===== config.mk =====
export PLATFORM = sky130hd
export DESIGN_NAME = cbm_control
export DESIGN_NICKNAME = d
export VERILOG_FILES = /design/src/hw/cbm_control.v
export VERILOG_INCLUDE_DIRS = /design/src /design/src/hw
export SDC_FILE = /design/constraint.sdc
export NUM_CORES = 1
export LEC_CHECK = 0
export ABC_AREA = 0
export BUFFER_PORTS_ARGS = -buffer_cell sky130_fd_sc_hd__clkbuf_2
export CORE_MARGIN = 2
export CORE_UTILIZATION = 30
export CTS_CLUSTER_DIAMETER = 40
export CTS_CLUSTER_SIZE = 30
export DETAILED_ROUTE_END_ITERATION = 6
export GPL_TIMING_DRIVEN = 0
export PLACE_DENSITY = 0.57
export SLEW_MARGIN = 40
export SYNTH_ARGS = -nofsm -noshare
export SYNTH_HDL_FRONTEND = slang
export SYNTH_HIERARCHICAL = 1
export SYNTH_SLANG_ARGS = --single-unit
export TNS_END_PERCENT = 20

===== constraint.sdc =====
create_clock -name clock -period 8.5 [get_ports clock]
set_clock_uncertainty 0.2 [all_clocks]
set_input_delay 1.7 -clock clock [delete_from_list [all_inputs] [get_ports clock]]
set_output_delay 1.7 -clock clock [all_outputs]
set_load 0.01 [all_outputs]

===== src/hw/cbm_map.vh =====
// Register map, field positions, reset values and counts of the basic-mode
// control block. Included by the design file; definitions only.
`ifndef CBM_MAP_VH
`define CBM_MAP_VH
// ==========================================================================
// Register offsets
`define CBM_OFS_CONTROL 5'h00
`define CBM_OFS_COMMAND 5'h01
`define CBM_OFS_STATUS 5'h02
`define CBM_OFS_IRQ_FLAGS 5'h03
`define CBM_OFS_ACC_CODE 5'h04
`define CBM_OFS_ACC_MASK 5'h05
`define CBM_OFS_TIMING_ZERO 5'h06
`define CBM_OFS_TIMING_ONE 5'h07
`define CBM_OFS_MODE_SELECT 5'h1f
// ==========================================================================
// Control register fields
`define CBM_CTL_RESET 0
`define CBM_CTL_RX_IE 1
`define CBM_CTL_TX_IE 2
`define CBM_CTL_ERR_IE 3
`define CBM_CTL_OVR_IE 4
// Command register fields
`define CBM_CMD_TX_REQ 0
`define CBM_CMD_CANCEL 1
`define CBM_CMD_RELEASE 2
`define CBM_CMD_CLR_OVR 3
// Mode select field
`define CBM_MODE_EXT 7
// ==========================================================================
// Reset values and fixed answers
`define CBM_RST_CONTROL 5'h01
`define CBM_RST_ZERO8 8'h00
`define CBM_READ_LOCKED 8'hff
`define CBM_READ_COMMAND 8'hff
// ==========================================================================
// Counts
`define CBM_WARN_LIMIT 9'h060
`define CBM_BUS_FREE_COUNT 8'h80
`endif


===== src/hw/cbm_control.v =====
// Basic-mode control, command, status, interrupt and acceptance logic of a
// bus controller, plus the small receive descriptor FIFO it owns.
// Assumes a protocol engine on the same clock that shifts bits, keeps the
// error counters and frame bytes, and talks to this block by pulses/levels.
`timescale 1ns/100ps
`default_nettype none
`include "cbm_map.vh"

// ==========================================================================
// Descriptor FIFO
module cbm_fifo #(
  parameter WIDTH = 9,
  parameter DEPTH = 4,
  parameter IDXW = 2
) (
  // Clock and reset
  input wire clock,
  input wire arst_n,
  // Filling side
  input wire [WIDTH-1:0] inData,
  input wire inValid,
  output reg inReady,
  // Draining side
  output wire [WIDTH-1:0] outData,
  output reg outValid,
  input wire outReady
);
  localparam [IDXW:0] FULL_COUNT = DEPTH[IDXW:0];
  localparam [IDXW-1:0] LAST_IDX = DEPTH[IDXW-1:0] - 1'b1;
  reg [WIDTH-1:0] memReg [0:DEPTH-1];
  reg [IDXW-1:0] wrIdxReg;
  reg [IDXW-1:0] rdIdxReg;
  reg [IDXW:0] countReg;
  wire push;
  wire pop;
  wire [IDXW:0] countNext;

  assign push = inValid && inReady;
  assign pop = outValid && outReady;
  assign countNext = countReg + {{IDXW{1'b0}}, push} - {{IDXW{1'b0}}, pop};
  assign outData = memReg[rdIdxReg];

  // Full and empty kept as flops so the ready and valid ports are clean
  always @(posedge clock or negedge arst_n) begin
    if (!arst_n) begin
      countReg <= {(IDXW+1){1'b0}};
      wrIdxReg <= {IDXW{1'b0}};
      rdIdxReg <= {IDXW{1'b0}};
      inReady <= 1'b1;
      outValid <= 1'b0;
    end else begin
      countReg <= countNext;
      inReady <= countNext != FULL_COUNT;
      outValid <= countNext != {(IDXW+1){1'b0}};
      if (push) begin
        wrIdxReg <= (wrIdxReg == LAST_IDX) ? {IDXW{1'b0}} : wrIdxReg + 1'b1;
      end
      if (pop) begin
        rdIdxReg <= (rdIdxReg == LAST_IDX) ? {IDXW{1'b0}} : rdIdxReg + 1'b1;
      end
    end
  end

  // Storage needs no reset; valid gating hides stale words
  always @(posedge clock) begin
    if (push) begin
      memReg[wrIdxReg] <= inData;
    end
  end
endmodule

// ==========================================================================
// Control block top
module cbm_control (
  // Clock and reset
  input wire clock,
  input wire arst_n,
  // CPU register port
  input wire [4:0] regAddr,
  input wire regWrite,
  input wire regRead,
  input wire [7:0] regWrData,
  output reg [7:0] regRdData,
  output reg cpuIrqLine,
  // Protocol engine control
  output reg engineHalt,
  output reg [7:0] bitTimingZero,
  output reg [7:0] bitTimingOne,
  output reg extendedMode,
  output reg errCountClear,
  // Transmit side
  output reg txRequest,
  input wire txStarted,
  input wire txActive,
  // Receive activity and counters
  input wire rxActive,
  input wire rxFrameStart,
  input wire rxFrameRcvd,
  input wire rxOverloadFrame,
  input wire busFree,
  input wire [8:0] txErrCount,
  input wire [7:0] rxErrCount,
  // Received message descriptors
  input wire rxMsgValid,
  input wire [7:0] rxMsgId,
  input wire [7:0] rxMsgHandle,
  input wire rxMsgOverrun,
  output wire rxMsgReady,
  output reg [7:0] rxHeadHandle
);
  // Control and configuration state
  reg [4:0] controlReg;
  reg [7:0] accCodeReg;
  reg [7:0] accMaskReg;
  // Status state
  reg rbsReg;
  reg orsReg;
  reg tbsReg;
  reg overloadReg;
  reg esReg;
  reg busOffReg;
  reg bsPrevReg;
  reg recoverReg;
  reg [7:0] freeCountReg;
  reg headShownReg;
  reg ovrPendReg;
  reg [3:0] irqFlagsReg;
  // Next values and decodes
  reg [7:0] readNext;
  wire resetMode;
  wire wrCtl;
  wire wrCmd;
  wire wrCfg;
  wire rdIrq;
  wire cmdTx;
  wire cmdCancel;
  wire cmdRelease;
  wire cmdClrOvr;
  wire busOffEnter;
  wire recoverDone;
  wire filterPass;
  wire fifoInReady;
  wire [8:0] fifoHead;
  wire fifoValid;
  wire releasePop;
  wire headNew;
  wire rbsNext;
  wire tbsNext;
  wire esNext;
  wire orsNext;
  wire txRequestNext;
  wire [3:0] irqSet;

  // Filter compare: only unmasked positions must match the code
  function accept;
    input [7:0] id;
    input [7:0] code;
    input [7:0] mask;
    begin
      accept = ((id ^ code) & ~mask) == 8'h00;
    end
  endfunction

  // Counts at or above the warning level
  function atWarn;
    input [8:0] count;
    begin
      atWarn = count >= `CBM_WARN_LIMIT;
    end
  endfunction

  // ========================================================================
  // Register decode
  assign resetMode = controlReg[`CBM_CTL_RESET];
  assign wrCtl = regWrite && regAddr == `CBM_OFS_CONTROL;
  assign wrCmd = regWrite && regAddr == `CBM_OFS_COMMAND && !resetMode;
  assign wrCfg = regWrite && resetMode;
  assign rdIrq = regRead && regAddr == `CBM_OFS_IRQ_FLAGS;
  // Zero bits are no action; bits exist only in the write cycle
  assign cmdTx = wrCmd && regWrData[`CBM_CMD_TX_REQ];
  assign cmdCancel = wrCmd && regWrData[`CBM_CMD_CANCEL];
  assign cmdRelease = wrCmd && regWrData[`CBM_CMD_RELEASE];
  assign cmdClrOvr = wrCmd && regWrData[`CBM_CMD_CLR_OVR];

  // ========================================================================
  // Bus-off entry and recovery
  assign busOffEnter = txErrCount[8] && !busOffReg && !errCountClear;
  assign recoverDone = recoverReg && !resetMode && busFree &&
    freeCountReg == `CBM_BUS_FREE_COUNT - 8'h01;

  // ========================================================================
  // Receive path
  assign filterPass = accept(rxMsgId, accCodeReg, accMaskReg);
  assign rxMsgReady = fifoInReady;
  assign releasePop = cmdRelease && fifoValid;
  assign headNew = fifoValid && !headShownReg && !releasePop;

  // Rejected descriptors are taken but not stored
  cbm_fifo #(
    .WIDTH(9),
    .DEPTH(4),
    .IDXW(2)
  ) rxQueue (
    .clock(clock),
    .arst_n(arst_n),
    .inData({rxMsgOverrun | ovrPendReg, rxMsgHandle}),
    .inValid(rxMsgValid && filterPass && !resetMode),
    .inReady(fifoInReady),
    .outData(fifoHead),
    .outValid(fifoValid),
    .outReady(releasePop)
  );

  // ========================================================================
  // Status next values and edge causes
  assign rbsNext = releasePop ? 1'b0 : fifoValid;
  assign tbsNext = !(txRequestNext || txActive || txStarted);
  assign esNext = atWarn(txErrCount) || atWarn({1'b0, rxErrCount});
  // Set wins over the clear command
  assign orsNext = (headNew && fifoHead[8]) || (orsReg && !cmdClrOvr);
  assign txRequestNext = resetMode ? 1'b0 :
    txStarted ? 1'b0 :
    cmdCancel ? 1'b0 :
    (cmdTx && tbsReg) ? 1'b1 : txRequest;
  assign irqSet[0] = rbsNext && !rbsReg && controlReg[`CBM_CTL_RX_IE];
  assign irqSet[1] = tbsNext && !tbsReg && controlReg[`CBM_CTL_TX_IE];
  assign irqSet[2] = ((esNext != esReg) || (busOffReg != bsPrevReg)) &&
    controlReg[`CBM_CTL_ERR_IE];
  assign irqSet[3] = orsNext && !orsReg && controlReg[`CBM_CTL_OVR_IE];

  // ========================================================================
  // Control register and configuration
  always @(posedge clock or negedge arst_n) begin
    if (!arst_n) begin
      controlReg <= `CBM_RST_CONTROL;
      accCodeReg <= `CBM_RST_ZERO8;
      accMaskReg <= `CBM_RST_ZERO8;
      bitTimingZero <= `CBM_RST_ZERO8;
      bitTimingOne <= `CBM_RST_ZERO8;
      extendedMode <= 1'b0;
    end else begin
      if (wrCtl) begin
        controlReg <= regWrData[4:0];
      end
      // Hardware bus-off entry beats a software clear in the same cycle
      if (busOffEnter) begin
        controlReg[`CBM_CTL_RESET] <= 1'b1;
      end
      if (wrCfg && regAddr == `CBM_OFS_ACC_CODE) begin
        accCodeReg <= regWrData;
      end
      if (wrCfg && regAddr == `CBM_OFS_ACC_MASK) begin
        accMaskReg <= regWrData;
      end
      if (wrCfg && regAddr == `CBM_OFS_TIMING_ZERO) begin
        bitTimingZero <= regWrData;
      end
      if (wrCfg && regAddr == `CBM_OFS_TIMING_ONE) begin
        bitTimingOne <= regWrData;
      end
      if (wrCfg && regAddr == `CBM_OFS_MODE_SELECT) begin
        extendedMode <= regWrData[`CBM_MODE_EXT];
      end
    end
  end

  // ========================================================================
  // Transmit, receive and bus-off state
  always @(posedge clock or negedge arst_n) begin
    if (!arst_n) begin
      txRequest <= 1'b0;
      engineHalt <= 1'b1;
      errCountClear <= 1'b0;
      busOffReg <= 1'b0;
      bsPrevReg <= 1'b0;
      recoverReg <= 1'b0;
      freeCountReg <= 8'h00;
      headShownReg <= 1'b0;
      ovrPendReg <= 1'b0;
      rxHeadHandle <= 8'h00;
    end else begin
      txRequest <= txRequestNext;
      engineHalt <= busOffEnter ||
        (wrCtl ? regWrData[`CBM_CTL_RESET] : resetMode);
      errCountClear <= recoverDone;
      bsPrevReg <= busOffReg;
      if (busOffEnter) begin
        busOffReg <= 1'b1;
        recoverReg <= 1'b1;
        freeCountReg <= 8'h00;
      end else if (recoverDone) begin
        busOffReg <= 1'b0;
        recoverReg <= 1'b0;
        freeCountReg <= 8'h00;
      end else if (recoverReg && !resetMode && busFree) begin
        freeCountReg <= freeCountReg + 8'h01;
      end
      // Head shown once; a release makes the next one new
      if (releasePop) begin
        headShownReg <= 1'b0;
      end else if (fifoValid) begin
        headShownReg <= 1'b1;
      end
      if (headNew) begin
        rxHeadHandle <= fifoHead[7:0];
      end
      // A frame starting with no room marks the next descriptor taken, which may be one already waiting
      if (rxMsgValid && fifoInReady) begin
        ovrPendReg <= 1'b0;
      end else if (rxFrameStart && !fifoInReady) begin
        ovrPendReg <= 1'b1;
      end
    end
  end

  // ========================================================================
  // Status bits and interrupt flags
  always @(posedge clock or negedge arst_n) begin
    if (!arst_n) begin
      rbsReg <= 1'b0;
      tbsReg <= 1'b0;
      esReg <= 1'b0;
      orsReg <= 1'b0;
      overloadReg <= 1'b0;
      irqFlagsReg <= 4'h0;
      cpuIrqLine <= 1'b0;
    end else begin
      rbsReg <= rbsNext;
      tbsReg <= tbsNext;
      esReg <= esNext;
      orsReg <= orsNext;
      // Overload set wins over a data frame in the same cycle
      if (rxOverloadFrame) begin
        overloadReg <= 1'b1;
      end else if (rxFrameRcvd) begin
        overloadReg <= 1'b0;
      end
      // Read clears, but a cause in the read cycle survives
      irqFlagsReg <= (rdIrq ? 4'h0 : irqFlagsReg) | irqSet;
      cpuIrqLine <= |((rdIrq ? 4'h0 : irqFlagsReg) | irqSet);
    end
  end

  // ========================================================================
  // Read mux; code, mask and timing registers answer all ones in operating mode
  always @* begin
    case (regAddr)
      `CBM_OFS_CONTROL: readNext = {3'h0, controlReg};
      `CBM_OFS_COMMAND: readNext = `CBM_READ_COMMAND;
      `CBM_OFS_STATUS: readNext = {busOffReg, esReg, txActive, rxActive,
        overloadReg, tbsReg, orsReg, rbsReg};
      `CBM_OFS_IRQ_FLAGS: readNext = {4'h0, irqFlagsReg};
      `CBM_OFS_ACC_CODE: readNext = resetMode ? accCodeReg :
        `CBM_READ_LOCKED;
      `CBM_OFS_ACC_MASK: readNext = resetMode ? accMaskReg :
        `CBM_READ_LOCKED;
      `CBM_OFS_TIMING_ZERO: readNext = resetMode ? bitTimingZero :
        `CBM_READ_LOCKED;
      `CBM_OFS_TIMING_ONE: readNext = resetMode ? bitTimingOne :
        `CBM_READ_LOCKED;
      `CBM_OFS_MODE_SELECT: readNext = {extendedMode, 7'h00};
      default: readNext = 8'h00;
    endcase
  end

  // Read data held until the next read
  always @(posedge clock or negedge arst_n) begin
    if (!arst_n) begin
      regRdData <= 8'h00;
    end else if (regRead) begin
      regRdData <= readNext;
    end
  end
endmodule
`default_nettype wire


### Word level (Yosys, flattened, before mapping)

Memory sizes are Yosys's and may differ from the RTL's.
Index checks and enable logic that the tools add are counted.

| storage, ports and cells | value |
|---|---|
| flip-flop bits (word level) | 88 |
| memory bits (writable) | 36 |
| bits of input ports | 59 |
| output and inout bits | 38 |
| logic and storage cells | 150 |
| memories | 1 |

Memory list:

| memory | words | width | read ports | clocked after Yosys merged registers in | write ports | line | RTL |
|---|---|---|---|---|---|---|---|
| rxQueue.memReg | 4 | 9 | 1 | 0 | 1 | cbm_control.v:30 | `reg [WIDTH-1:0] memReg [0:DEPTH-1];` |

| operators by class | value |
|---|---|
| $add $sub $neg | 5 |
| magnitude comparators | 2 |
| eq/ne operators | 14 |
| muxes and demuxes | 29 |
| bitwise logic cells | 5 |
| reduce and logical (&&, ||, !) cells | 65 |

Operators by type and width:

| cell | number |
|---|---|
| 8-bit one-hot mux with 9 select lines | 1 |
| 8-bit two-way mux | 7 |
| 1-bit logical AND | 38 |
| 5-bit by 3-bit equality test with 1-bit output, second input constant | 4 |
| 1-bit two-way mux | 18 |
| 1-bit zero test | 11 |
| 5-bit by 2-bit equality test with 1-bit output, second input constant | 2 |
| 2-bit nonzero test | 5 |
| 9-bit by 7-bit greater-or-equal comparator with 1-bit output, second input constant | 1 |
| 8-bit by 1-bit adder with 8-bit output, second input constant | 1 |
| 8-bit bitwise AND | 1 |
| 8-bit by 7-bit equality test with 1-bit output, second input constant | 1 |
| 8-bit by 7-bit greater-or-equal comparator with 1-bit output, second input constant | 1 |
| 8-bit zero test | 1 |
| 8-bit NOT | 1 |
| 8-bit XOR | 1 |
| 1-bit logical OR | 6 |
| 3-bit nonzero test | 2 |
| 5-bit by 1-bit equality test with 1-bit output, second input constant | 1 |
| 5-bit equality test, second input constant | 1 |
| 5-bit zero test | 1 |
| 2-bit by 1-bit adder with 2-bit output, second input constant | 2 |
| 2-bit equality test, second input constant | 2 |
| 2-bit two-way mux | 2 |
| other kinds (8) | 9 |

### Logic depth before layout (Yosys ltp)

| depth | value |
|---|---|
| word-level depth | 16 |
| gate-level depth with buffers | 13 |
| gate-level depth less buffers | 12 |

### Modules after synthesis

The synthesis kept the hierarchy.

Modules (own cells, without submodules):

| module | times used | cells each | area an instance (um2) | sequential area each (um2) |
|---|---|---|---|---|
| cbm_control | 1 | 342 | 3,870.0 | 1,979.4 |
| cbm_fifo | 1 | 86 | 1,781.7 | 1,307.5 |

### Worst setup path before layout

Ideal clock, no wire load.

| path | value |
|---|---|
| path type | input -> register |
| from | in rxMsgId[3] |
| to | reg rxQueue.outValid |
| setup time | 0.121 ns |
| arrival time | 4.413 ns |
| required time | 8.179 ns |
| setup slack | 3.765 ns |
| stages | 11 |
| buffers on the path | 0 |
| cell sequence | xnor2_1 > o22ai_1 > or4_1 > nor4b_1 > nand2_1 > ha_1 > inv_1 > ha_1 > fa_1 > xnor3_1 > nand2b_1 |

| between the ends | value |
|---|---|
| longest elaborated chain between the ends | 9 |

RTL lines:

| what | line | RTL |
|---|---|---|
| from (decl) | cbm_control.v:105 | `input wire [7:0] rxMsgId,` |
| 8-bit XOR | cbm_control.v:160 | `accept = ((id ^ code) & ~mask) == 8'h00;` |
| 8-bit bitwise AND | cbm_control.v:160 |  |
| 8-bit zero test | cbm_control.v:160 |  |
| 1-bit logical AND (2 in series) | cbm_control.v:207 | `.inValid(rxMsgValid && filterPass && !resetMode),` |
| 1-bit logical AND | cbm_control.v:38 | `assign push = inValid && inReady;` |
| 3-bit by 1-bit adder with 3-bit output | cbm_control.v:40 | `assign countNext = countReg + {{IDXW{1'b0}}, push} - {{IDXW{1'b0}}, pop};` |
| 3-bit by 1-bit subtractor with 3-bit output | cbm_control.v:40 |  |
| via rxQueue.countNext[2] | cbm_control.v:36 | `wire [IDXW:0] countNext;` |
| 3-bit nonzero test | cbm_control.v:54 | `outValid <= countNext != {(IDXW+1){1'b0}};` |
| to (signal assigned) | cbm_control.v:54 |  |
| to (decl) | cbm_control.v:25 | `output reg outValid,` |

The timed path passes the listed nets, and every way through them passes these cells.
A chain may end at the register's enable or synchronous reset.

### Final worst setup path

Ends and elaborated chain as after synthesis.

==> flow_summary_export.csv <==
group,metric,value,unit
logic_synthesis,netlist_top_cells_area,"sky130_fd_sc_hd__dfrtp_1 (38%), sky130_fd_sc_hd__edfxtp_1 (19%), sky130_fd_sc_hd__mux2_2 (10%), sky130_fd_sc_hd__mux4_2 (3.2%), sky130_fd_sc_hd__xnor2_1 (1.9%)",
floorplan,ios,97,
cells_and_area,syn2layout_area_growth,23.7,%
logic_synthesis,yosysWarnings,6,
floorplan,die_x,141,um
logic_synthesis,synth.cell_area,0.00565,mm2
logic_synthesis,synth_edf_count,36,
floorplan,die_y,141,um
timing,setup_repair_after_global_routing_missed_its_margin,"false",
global_route,global_route_wire_length_before_repair,22.7,mm
logic_synthesis,synth_top_cells_by_count,"sky130_fd_sc_hd__dfrtp_1 (85), sky130_fd_sc_hd__mux2_2 (52), sky130_fd_sc_hd__edfxtp_1 (36)",
clock_network,ctsHtreeMaxLevel,4,
logic_synthesis,most_used_dff_post_synth,"sky130_fd_sc_hd__dfrtp_1",
clock_network,numCtsBuffers,17,
global_route,grt_overflow_total,0,
setup_path,timing.rr.start,"accCodeReg[4]",
timing,slew_violations,0,
pwr,total_power,1.71,mW
run_status,run_status,"finished, final reports clean",
floorplan,die_area,0.0200,mm2
clock_network,clk-insertion-delay-late,0.42,ns
cells_and_area,num-fill-cells,1804,
cells_and_area,drive_gt1_share,36.3,%
logic_synthesis,yosysUniqueCellTypes,59,
clock_network,cts_tree,"done",
global_route,first_global_vias,3986,
timing,setup_viol_count_final,0,
timing,max-slew-margin-rel,43.3,%
logic_synthesis,post-synth-top-area-fraction,37.6,%
timing,finalHoldViolCount,0,
cells_and_area,final_net_count,601,
floorplan,std_cell_rows,50,
setup_path,critical_path_peak_fanout,5,
logic_synthesis,synth.net_count,496,
clock_network,cts-root-to-sink-buffers,2,
timing,fin_tns_setup,0,ns
global_route,number_of_antenna_violations_at_the_first_check_in_global_routing,0,
route,number_of_nets_still_failing_antenna_checks_after_routing,0,
pwr,pwr_density,244,mW/mm2
timing,fin_crit_sh,56.2,%
cells_and_area,diodes,0,
pwr,worst_vdd_drop,0.146,mV
timing,timing.final.crit_period,4.77,ns
pwr,leakage_power_total,3.04,nW
logic_synthesis,yosysTopAreaCell,"sky130_fd_sc_hd__dfrtp_1",
route,drtPass1Iterations,4,
floorplan,initial_utilization,30.4,%
logic_synthesis,ys_seq_elements,124,
setup_path,setup.worst_path.start,"rxMsgId[3]",
placed_design,gp_congestion,0.898,
clock_network,clock_slew_seen_by_the_registers_of_the_worst_setup_and_hold_paths,0.06,ns
logic_synthesis,share_of_synthesized_registers_carrying_an_async_set_or_reset,71.0,%
setup_path,worstPathRequired,8.60,ns
logic_synthesis,seq_area_frac_synth,58.2,%
logic_synthesis,synthesis.area_per_instance,13.2,um2
route,detail_route.vias_per_cell,4.90,
cells_and_area,finish.cell_count_without_fillers,780,
timing,max_clock_freq,209,MHz
route,detail_route.drc_violations,0,
route,num_vias,3824,
hold_path,worst_hold_startpoint,"freeCountReg[7]",
global_route,track_usage,15.2,%
route,wl,14.4,mm
setup_path,arrival,4.88,ns
clock_network,clockRootBuffer,"sky130_fd_sc_hd__clkbuf_16",
floorplan,placeableCoreArea,0.0186,mm2
route,post_drt_wl_per_cell,18.5,um
setup_path,critical_path.startpoint_type,"primary input",
clock_network,post_cts_hold_fix_bufs,0,
global_route,grt_start_max_net_pins,61,
clock_network,cts_setup_buffers,0,
placed_design,place_inst,748,
clock_network,post_cts.resized_instances,0,
setup_path,path_class,"primary input to flop",
timing,worst-slew-pin-transition,0.845,ns
route,dr.first_iter.drc_count,267,
hold_path,min-delay-path-class,"flop to flop",
clock_network,tritoncts_num_sinks,124,
logic_synthesis,syn-instance-count,428,
logic_synthesis,yosysMostFrequentCell,"sky130_fd_sc_hd__dfrtp_1",
setup_path,critical_path.endpoint_type,"flop",
flow_run,cap_viol_max_count,0,
timing,fin_hold_ws,0.284,ns
placed_design,dp_hpwl,10.5,mm
placed_design,place.port_buffers,85,
## path summary, 6_finish.rpt
path	end	slack, ns	cells past startpoint
max	rxQueue/outValid	3.73	12
min	errCountClear	0.28	1
max reg2reg	rxQueue/outValid	4.66	11
min reg2reg	errCountClear	0.28	1
max in group asynchronous	rxQueue/inReady	6.50	2
min in group asynchronous	bitTimingZero[0]	0.96	1
## per-layer routing
layer	wire (um)	GRT usage, %	up-vias
met5	0	0	-
met1	6230	19.0	1913
met2	7310	26.0	105
li1	-	-	1793
met4	131	4.68	0
met3	747	3.88	13
## cell families after synthesis
group | share of synthesized area [%]
AND/OR/NAND/NOR | 10.8
adder cells (fa/ha/maj) | 2.13
AO/OA/AOI/OAI | 7.68
flip-flops | 58.2
XOR/XNOR | 2.88
multiplexers | 15.6
buffers and inverters | 2.79
## metrics by stage
step	instance area (um2)	setup slack, ns	utilization, %
floorplan	5650	3.77	-
global placement	6370	2.97	34.3
detailed placement	6410	3.22	34.5
CTS	6990	3.68	37.6
global route	6990	3.51	37.6
finish	6990	3.73	37.6
## power by group
| group | switching (mW) | leakage, nW | internal (mW) | total, mW |
|---|---|---|---|---|
| Sequential | 0.0586 | 1.44 | 0.687 | 0.746 |
| Combinational | 0.128 | 1.31 | 0.123 | 0.251 |
| Clock | 0.296 | 0.284 | 0.413 | 0.708 |
## registers in the layout, summed over array words and instances (netlist names), 3 cells and up
| name | count |
|---|---|
| accCodeReg | 8 |
| accMaskReg | 8 |
| bitTimingOne | 8 |
| bitTimingZero | 8 |
| controlReg | 5 |
| freeCountReg | 8 |
| irqFlagsReg | 4 |
| regRdData | 8 |
| rxHeadHandle | 8 |
| rxQueue/countReg | 3 |
| rxQueue/memReg | 36 |
## area by class of cell
cell class / instances / area (um2) / area share, %
buffer: 14 / 78.8 / 1.13
inverter: 21 / 78.8 / 1.13
tap: 234 / 293 / 4.19
clock inverter: 15 / 153 / 2.18
timing repair buffer: 86 / 462 / 6.60
sequential: 124 / 3290 / 47.0
clock buffer: 17 / 425 / 6.08
multi-input combinational: 269 / 2220 / 31.7
## cell usage in the layout, fill, tap and decap left out, types with 5 or more instances in the layout
master,instances
sky130_fd_sc_hd__ha_1,8
sky130_fd_sc_hd__clkbuf_1,6
sky130_fd_sc_hd__inv_6,7
sky130_fd_sc_hd__dfrtp_1,85
sky130_fd_sc_hd__a21oi_1,10
sky130_fd_sc_hd__mux4_2,8
sky130_fd_sc_hd__nand2_1,20
sky130_fd_sc_hd__a22oi_1,5
sky130_fd_sc_hd__edfxtp_1,36
sky130_fd_sc_hd__xnor2_1,12
sky130_fd_sc_hd__nor3_1,8
sky130_fd_sc_hd__clkbuf_2,84
sky130_fd_sc_hd__nand2b_1,6
sky130_fd_sc_hd__mux2_2,52
sky130_fd_sc_hd__nor2_1,26
sky130_fd_sc_hd__o21ai_0,10
sky130_fd_sc_hd__nand3_1,8
sky130_fd_sc_hd__and3_1,6
sky130_fd_sc_hd__clkbuf_16,17
sky130_fd_sc_hd__inv_1,21
sky130_fd_sc_hd__o22ai_1,9
sky130_fd_sc_hd__mux2i_1,9
sky130_fd_sc_hd__nor2b_1,11
## critical path, cell delays in order
cell and delay, ns:
sky130_fd_sc_hd__clkbuf_2 0.09, sky130_fd_sc_hd__xnor2_1 0.15, sky130_fd_sc_hd__o22ai_1 0.11, sky130_fd_sc_hd__or4_1 0.60
sky130_fd_sc_hd__nor4b_2 0.51, sky130_fd_sc_hd__nand2_1 0.21, sky130_fd_sc_hd__ha_1 0.32, sky130_fd_sc_hd__inv_1 0.04
sky130_fd_sc_hd__ha_1 0.18, sky130_fd_sc_hd__fa_1 0.40, sky130_fd_sc_hd__xnor3_1 0.40, sky130_fd_sc_hd__nand2b_1 0.16
(Power assumes the default switching activity.)
